===== config.mk =====
export PLATFORM = sky130hd
export DESIGN_NAME = lopmc_regs
export DESIGN_NICKNAME = d
export VERILOG_FILES = /design/src/pkg/lopmc_pkg.sv /design/src/verilog/lopmc_regs.sv
export SDC_FILE = /design/constraint.sdc
export NUM_CORES = 1
export LEC_CHECK = 0
export BUFFER_PORTS_ARGS = -buffer_cell sky130_fd_sc_hd__buf_4
export CAP_MARGIN = 20
export CORE_ASPECT_RATIO = 0.7
export CORE_MARGIN = 4
export CORE_UTILIZATION = 40
export DETAILED_ROUTE_END_ITERATION = 8
export GPL_TIMING_DRIVEN = 0
export PLACE_DENSITY = 0.66
export SLEW_MARGIN = 20
export SYNTH_ARGS = -nofsm -noshare
export SYNTH_HDL_FRONTEND = slang
export SYNTH_SLANG_ARGS = --single-unit

===== constraint.sdc =====
create_clock -name clk -period 3.5 [get_ports clk]
set_input_delay 0.525 -clock clk [delete_from_list [all_inputs] [get_ports clk]]
set_output_delay 0.525 -clock clk [all_outputs]
set_load 0.01 [all_outputs]

===== src/pkg/lopmc_pkg.sv =====
// constants and carrier types for the oscillator path and mode control registers
package lopmc_pkg;

  // serial frame layout: one direction bit, seven address bits, sixteen data bits
  localparam int unsigned FRAME_BITS = 24;
  localparam int unsigned HEAD_BITS  = 8;
  localparam int unsigned ADDR_W     = 7;
  localparam int unsigned DATA_W     = 16;

  // register addresses
  localparam logic [6:0] ADDR_PATH = 7'h4F;
  localparam logic [6:0] ADDR_SYNC = 7'h50;
  localparam logic [6:0] ADDR_MODE = 7'h51;
  localparam logic [6:0] ADDR_XDIV = 7'h52;

  // reset values
  localparam logic [15:0] RST_PATH = 16'h7000;
  localparam logic [15:0] RST_SYNC = 16'h000A;
  localparam logic [15:0] RST_MODE = 16'h0000;
  localparam logic [15:0] RST_XDIV = 16'h0023;

  // writable bit masks, everything else reads zero
  localparam logic [15:0] MASK_PATH = 16'h7047;
  localparam logic [15:0] MASK_SYNC = 16'h0E3F;
  localparam logic [15:0] MASK_MODE = 16'h0FF7;
  localparam logic [15:0] MASK_XDIV = 16'h003F;

  // field positions
  localparam int unsigned PATH_EN_LSB   = 12;
  localparam int unsigned PULLUP_BIT    = 6;
  localparam int unsigned AMP_PD_BIT    = 2;
  localparam int unsigned CHAIN_RST_BIT = 1;
  localparam int unsigned CHAIN_PD_BIT  = 0;
  localparam int unsigned LOOP_BIT      = 11;
  localparam int unsigned DRV2_BIT      = 10;
  localparam int unsigned DRV1_BIT      = 9;
  localparam int unsigned ROUTE_LSB     = 0;
  localparam int unsigned POLY_LSB      = 8;
  localparam int unsigned MDRV_SEL_LSB  = 6;
  localparam int unsigned QDRV_LSB      = 4;
  localparam int unsigned MDRV_EN_LSB   = 1;
  localparam int unsigned MSRC_BIT      = 0;
  localparam int unsigned XDIV_LSB      = 0;

  // control fields as seen by the analog side
  typedef struct packed {
    logic [2:0] osc_path_enables;
    logic       amp_input_pullup_enable;
    logic       front_amp_powerdown;
    logic       signal_chain_reset;
    logic       signal_chain_powerdown;
    logic       phase_loop_close;
    logic       second_stage_align_driver_enable;
    logic       first_stage_align_driver_enable;
    logic [5:0] osc_route_select;
    logic [3:0] polyphase_path_setup;
    logic [1:0] machine_clock_driver_select;
    logic [1:0] quadrature_driver_mode;
    logic [1:0] machine_clock_driver_enable;
    logic       machine_clock_source_select;
    logic [5:0] outside_osc_clock_divide;
  } lopmc_ctrl_s;

endpackage


===== src/verilog/lopmc_regs.sv =====
// serial programming port and oscillator path and mode control registers
//
// Function
// - path register 0x4F resets 0x7000; bits 14-12 enable oscillator path parts
// - path bit 6 switches amplifier input pull-up, for common mode below 1.4V
// - path bit 1 holds the whole signal chain in reset while set
// - path bit 0 powers down signal chain, bit 2 front amplifier; reset zero
// - sync register 0x50 resets 0xA; bit 11 closes mixer-to-synth loop
// - sync bit 10 enables second-stage alignment driver
// - sync bit 9 enables first-stage alignment driver
// - sync bits 5-0 route select, reset 0xA; 0x9 halving, 0x10 poly
// - mode register 0x51 resets zero; bits 11-8 set polyphase path setup
// - mode bits 7-6 choose machine clock driver; 0x0 internal, 0x3 external
// - mode bits 5-4 set quadrature drivers: poly, halving, reserved, external
// - mode bits 2-1 enable machine clock drivers, reset zero
// - mode bit 0 picks machine clock source: 0 internal, 1 external
// - six-bit divide field sets external oscillator machine clock division
`timescale 1ns/10ps
module lopmc_regs
  import lopmc_pkg::*;
(
  input  wire logic        clk,
  input  wire logic        rst_n,
  input  wire logic        spi_cs_n,
  input  wire logic        spi_sck,
  input  wire logic        spi_sdi,
  output logic             spi_sdo,
  output logic             spi_sdo_oe,
  output lopmc_ctrl_s      ctrl
);

  // register storage
  logic [15:0] path_reg;
  logic [15:0] sync_reg;
  logic [15:0] mode_reg;
  logic [15:0] xdiv_reg;

  // serial port state
  logic        sck_reg;
  logic        cs_n_reg;
  logic [4:0]  cnt_reg;
  logic [23:0] rx_reg;
  logic [15:0] tx_reg;
  logic        rd_reg;
  logic        sdo_reg;
  logic        oe_reg;

  // edge and frame decode
  wire         sck_rise  = spi_sck & ~sck_reg;
  wire         sck_fall  = ~spi_sck & sck_reg;
  wire         cs_rise   = spi_cs_n & ~cs_n_reg;
  wire         take_bit  = ~spi_cs_n & sck_rise & (cnt_reg < 5'(FRAME_BITS));
  wire         head_done = take_bit & (cnt_reg == 5'(HEAD_BITS - 1));
  wire [6:0]   head_addr = {rx_reg[5:0], spi_sdi};
  wire         head_rd   = rx_reg[6];
  wire         wr_frame  = cs_rise & (cnt_reg == 5'(FRAME_BITS)) & ~rx_reg[23];
  wire [6:0]   wr_addr   = rx_reg[22:16];
  wire [15:0]  wr_data   = rx_reg[15:0];
  wire         shift_out = ~spi_cs_n & sck_fall & rd_reg
                           & (cnt_reg >= 5'(HEAD_BITS));

  // address decode for writes
  wire         wr_path = wr_frame & (wr_addr == ADDR_PATH);
  wire         wr_sync = wr_frame & (wr_addr == ADDR_SYNC);
  wire         wr_mode = wr_frame & (wr_addr == ADDR_MODE);
  wire         wr_xdiv = wr_frame & (wr_addr == ADDR_XDIV);

  // read word selection, unmapped addresses read zero
  logic [15:0] rd_word;
  always_comb begin
    if (head_addr == ADDR_PATH) begin
      rd_word = path_reg;
    end else if (head_addr == ADDR_SYNC) begin
      rd_word = sync_reg;
    end else if (head_addr == ADDR_MODE) begin
      rd_word = mode_reg;
    end else if (head_addr == ADDR_XDIV) begin
      rd_word = xdiv_reg;
    end else begin
      rd_word = 16'h0000;
    end
  end

  // pin history for edge detection
  always_ff @(posedge clk) begin
    if (!rst_n) begin
      sck_reg  <= 1'b0;
      cs_n_reg <= 1'b1;
    end else begin
      sck_reg  <= spi_sck;
      cs_n_reg <= spi_cs_n;
    end
  end

  // receive shifter and bit count, cleared while deselected
  always_ff @(posedge clk) begin
    if (!rst_n || spi_cs_n) begin
      cnt_reg <= 5'h0;
      rx_reg  <= 24'h00_0000;
    end else if (take_bit) begin
      cnt_reg <= cnt_reg + 5'h1;
      rx_reg  <= {rx_reg[22:0], spi_sdi};
    end
  end

  // read path, data leaves on falling clock edges
  always_ff @(posedge clk) begin
    if (!rst_n || spi_cs_n) begin
      rd_reg  <= 1'b0;
      tx_reg  <= 16'h0000;
      sdo_reg <= 1'b0;
      oe_reg  <= 1'b0;
    end else if (head_done) begin
      rd_reg  <= head_rd;
      tx_reg  <= rd_word;
      oe_reg  <= head_rd;
    end else if (shift_out) begin
      sdo_reg <= tx_reg[15];
      tx_reg  <= {tx_reg[14:0], 1'b0};
    end
  end

  // register writes commit when a full write frame ends
  // reserved masked
  always_ff @(posedge clk) begin
    if (!rst_n) begin
      path_reg <= RST_PATH;
      sync_reg <= RST_SYNC;
      mode_reg <= RST_MODE;
      xdiv_reg <= RST_XDIV;
    end else begin
      if (wr_path) begin
        path_reg <= wr_data & MASK_PATH;
      end
      if (wr_sync) begin
        sync_reg <= wr_data & MASK_SYNC;
      end
      if (wr_mode) begin
        mode_reg <= wr_data & MASK_MODE;
      end
      if (wr_xdiv) begin
        xdiv_reg <= wr_data & MASK_XDIV;
      end
    end
  end

  assign spi_sdo    = sdo_reg;
  assign spi_sdo_oe = oe_reg;

  // path register fields
  // path enables
  assign ctrl.osc_path_enables        = path_reg[PATH_EN_LSB +: 3];
  assign ctrl.amp_input_pullup_enable = path_reg[PULLUP_BIT];
  assign ctrl.signal_chain_reset      = path_reg[CHAIN_RST_BIT];
  assign ctrl.front_amp_powerdown     = path_reg[AMP_PD_BIT];
  assign ctrl.signal_chain_powerdown  = path_reg[CHAIN_PD_BIT];

  // sync register fields
  // loop close
  assign ctrl.phase_loop_close                 = sync_reg[LOOP_BIT];
  assign ctrl.second_stage_align_driver_enable = sync_reg[DRV2_BIT];
  assign ctrl.first_stage_align_driver_enable  = sync_reg[DRV1_BIT];
  assign ctrl.osc_route_select                 = sync_reg[ROUTE_LSB +: 6];

  // mode and divide register fields
  // polyphase setup
  assign ctrl.polyphase_path_setup        = mode_reg[POLY_LSB +: 4];
  assign ctrl.machine_clock_driver_select = mode_reg[MDRV_SEL_LSB +: 2];
  assign ctrl.quadrature_driver_mode      = mode_reg[QDRV_LSB +: 2];
  assign ctrl.machine_clock_driver_enable = mode_reg[MDRV_EN_LSB +: 2];
  assign ctrl.machine_clock_source_select = mode_reg[MSRC_BIT];
  assign ctrl.outside_osc_clock_divide    = xdiv_reg[XDIV_LSB +: 6];
endmodule // lopmc_regs


==> impl_metrics.json <==
{
  "seq_area_frac_synth": 0.467,
  "holdWs_ns": 0.426,
  "design_area_um2": 4280,
  "p_leak_nw": 1.55,
  "totalWireLength_um": 9500,
  "grt_pass1_vias": 2798,
  "layout_setup_ws_ns": 1.11,
  "rrSetupSlack_ns": 1.11,
  "first_pass_iters": 5,
  "dpl.hpwl_um": 6920,
  "ys_ff_latch": 82,
  "clockRootBuffer": "clkbuf_16",
  "largest_reg_flops": 24,
  "die_y_um": 86.5,
  "fmax_ghz": 0.419,
  "fin_skew_ns": 0.00765,
  "synth_edf_count": 0,
  "drv_slew": 0,
  "routed.top_layer": "met4",
  "power_density_nw_per_um2": 484,
  "timing.final.crit_period_ns": 2.39,
  "slew_headroom": 0.477,
  "path_max_fanout": 10,
  "hold_path.class": "in2reg",
  "cts.htree.levels": 3,
  "drc": 0,
  "min_period_over_period": 0.682,
  "drt-vias-per-instance": 5.22,
  "avgRoutedWirePerCell_um": 16.4,
  "cts_sinks": 82,
  "post_cts_hold_buffer_count": 0,
  "synth_cell_type_count": 50,
  "startpoint_type": "flop",
  "core_region_area_um2": 8510,
  "peakVddDrop_mv": 0.227,
  "synthCells": 405,
  "worstSetupPathType": "reg2reg",
  "cts_buffer_depth": 2,
  "cp-end-kind": "flop",
  "clk-insertion-delay-late_ns": 0.34,
  "synthFlopType": "dfxtp_1",
  "post_cts_resized": 0,
  "worst-endpoint-required_ns": 3.77,
  "critPathArrivalTime_ns": 2.66,
  "syn-num-nets": 412,
  "async_flop_share": 0,
  "ant_nets": 0,
  "dr_total_vias": 3019,
  "setup_viol": 0,
  "clk_pin_slew_ns": 0.06,
  "layout-drive-gt1-share": 0.144,
  "grt_overflow": 0,
  "die_w_um": 120,
  "mostFrequentLayoutCells": "109 x nand2_1, 82 x dfxtp_1, 42 x mux2i_1",
  "antenna_found_initial": 0,
  "port_buffers": 37,
  "drt_iter0_markers": 243,
  "post-cts-setup-buffers": 0,
  "wl_met3_um": 384,
  "pre_cts_ws_ns": 1.07,
  "grt_max_degree": 14,
  "grt_use_total": 0.190,
  "finalHoldViolCount": 0,
  "cts_inserted_buffers": 9,
  "postPlaceCellArea_um2": 3950,
  "fin_nets": 460,
  "rows": 28,
  "gp_congestion": 0.869,
  "cts_tree": "built",
  "ys_warn_count": 0,
  "die_area_um2": 10400,
  "grt_setup_unrepaired": "false",
  "final_cells": 578,
  "mostFrequentLayoutCell": "nand2_1",
  "fin_tns_setup_ns": 0,
  "maxCapViolCount": 0,
  "wl_met2_um": 4000,
  "met1Wirelength_um": 5010,
  "area_growth_syn_to_layout_pct": 21.7,
  "boundaryPins": 40,
  "placed_cells": 562,
  "avgSynthCellArea_um2": 8.69,
  "n_antenna_cell": 0,
  "tightest_slew_ns": 0.773,
  "grt_first_pass_wirelength_um": 15200,
  "syn-cell-area_um2": 3520,
  "status": "complete, no violations",
  "start_util": 0.413
}
==> report_power, final <==
group          switching [mW]  leakage (nW)  total (mW)  internal, mW
Sequential            0.00128         0.661       0.936         0.935
Combinational          0.0479         0.718      0.0649        0.0170
Clock                   0.376         0.166        1.07         0.693
Total                   0.425          1.55        2.07          1.65
==> area by class of cell <==
cell class                 instances  area [um2]
fill                             817        4230
multi-input combinational        293        1760
sequential                        82        1640
timing repair buffer              37         278
clock buffer                      10         229
tap                              120         150
clock inverter                     6         105
buffer                            25         103
inverter                           5        18.8
==> per-layer routing <==
layer  up-vias  global-route usage
met5         -                   0
met4         0              0.0572
met2        81               0.272
met1      1440               0.284
met3         9              0.0457
li1       1489                   -
==> synth_stat cells, types with 3 or more instances <==
cell	n	area share
buf_2	7	0.010
nand3_1	6	0.0085
nand2_1	109	0.12
inv_1	5	0.0053
a21oi_1	34	0.048
dfxtp_1	82	0.47
nor2_1	10	0.011
o22ai_1	11	0.020
nor2b_1	17	0.030
buf_1	4	0.0043
nor4b_1	3	0.0075
o21ai_0	5	0.0071
nor3_1	5	0.0071
and3_1	3	0.0053
clkbuf_1	14	0.015
or3b_1	4	0.010
mux2i_1	42	0.12
==> worst max-delay path: stages, from the launching register on <==
cell and delay, ns:
dfxtp_1 0.35, inv_1 0.07, ha_1 0.14, nor3b_1 0.32, nand2_1 0.13, nor4_1 0.62, buf_2 0.46, mux2i_1 0.23
==> cell families (layout without fill, tap and decap cells) <==
kind of cell             Yosys count  in the layout  share of synthesized area
multiplexers                      43             43                      0.123
flip-flops                        82             82                      0.467
AND/OR/NAND/NOR                  177            177                      0.246
adder cells (fa/ha/maj)            2              2                    0.00711
XOR/XNOR                           2              2                    0.00498
AO/OA/AOI/OAI                     69             69                      0.118
buffers and inverters             30             83                     0.0345
==> worst paths after layout <==
check                          start                        to  cells after the start
min reg2reg  rx_reg[15]$_SDFFE_PP0P_   rx_reg[16]$_SDFFE_PP0P_                      2
max          cnt_reg[0]$_SDFFE_PP0P_  mode_reg[8]$_SDFFE_PN0P_                      7
max reg2reg  cnt_reg[0]$_SDFFE_PP0P_  mode_reg[8]$_SDFFE_PN0P_                      7
min                          spi_sck        sck_reg$_SDFF_PN0_                      2
==> per-stage QoR <==
stage | power [mW] | util
5_1_grt | 2.13 | 0.503
3_3_place_gp | 1.02 | 0.464
6_report | 2.07 | 0.503
2_1_floorplan | 0.999 | -
3_5_place_dp | 1.02 | 0.464
4_1_cts | 2.08 | 0.503
Note: power is estimated with default switching activity, not from simulation.
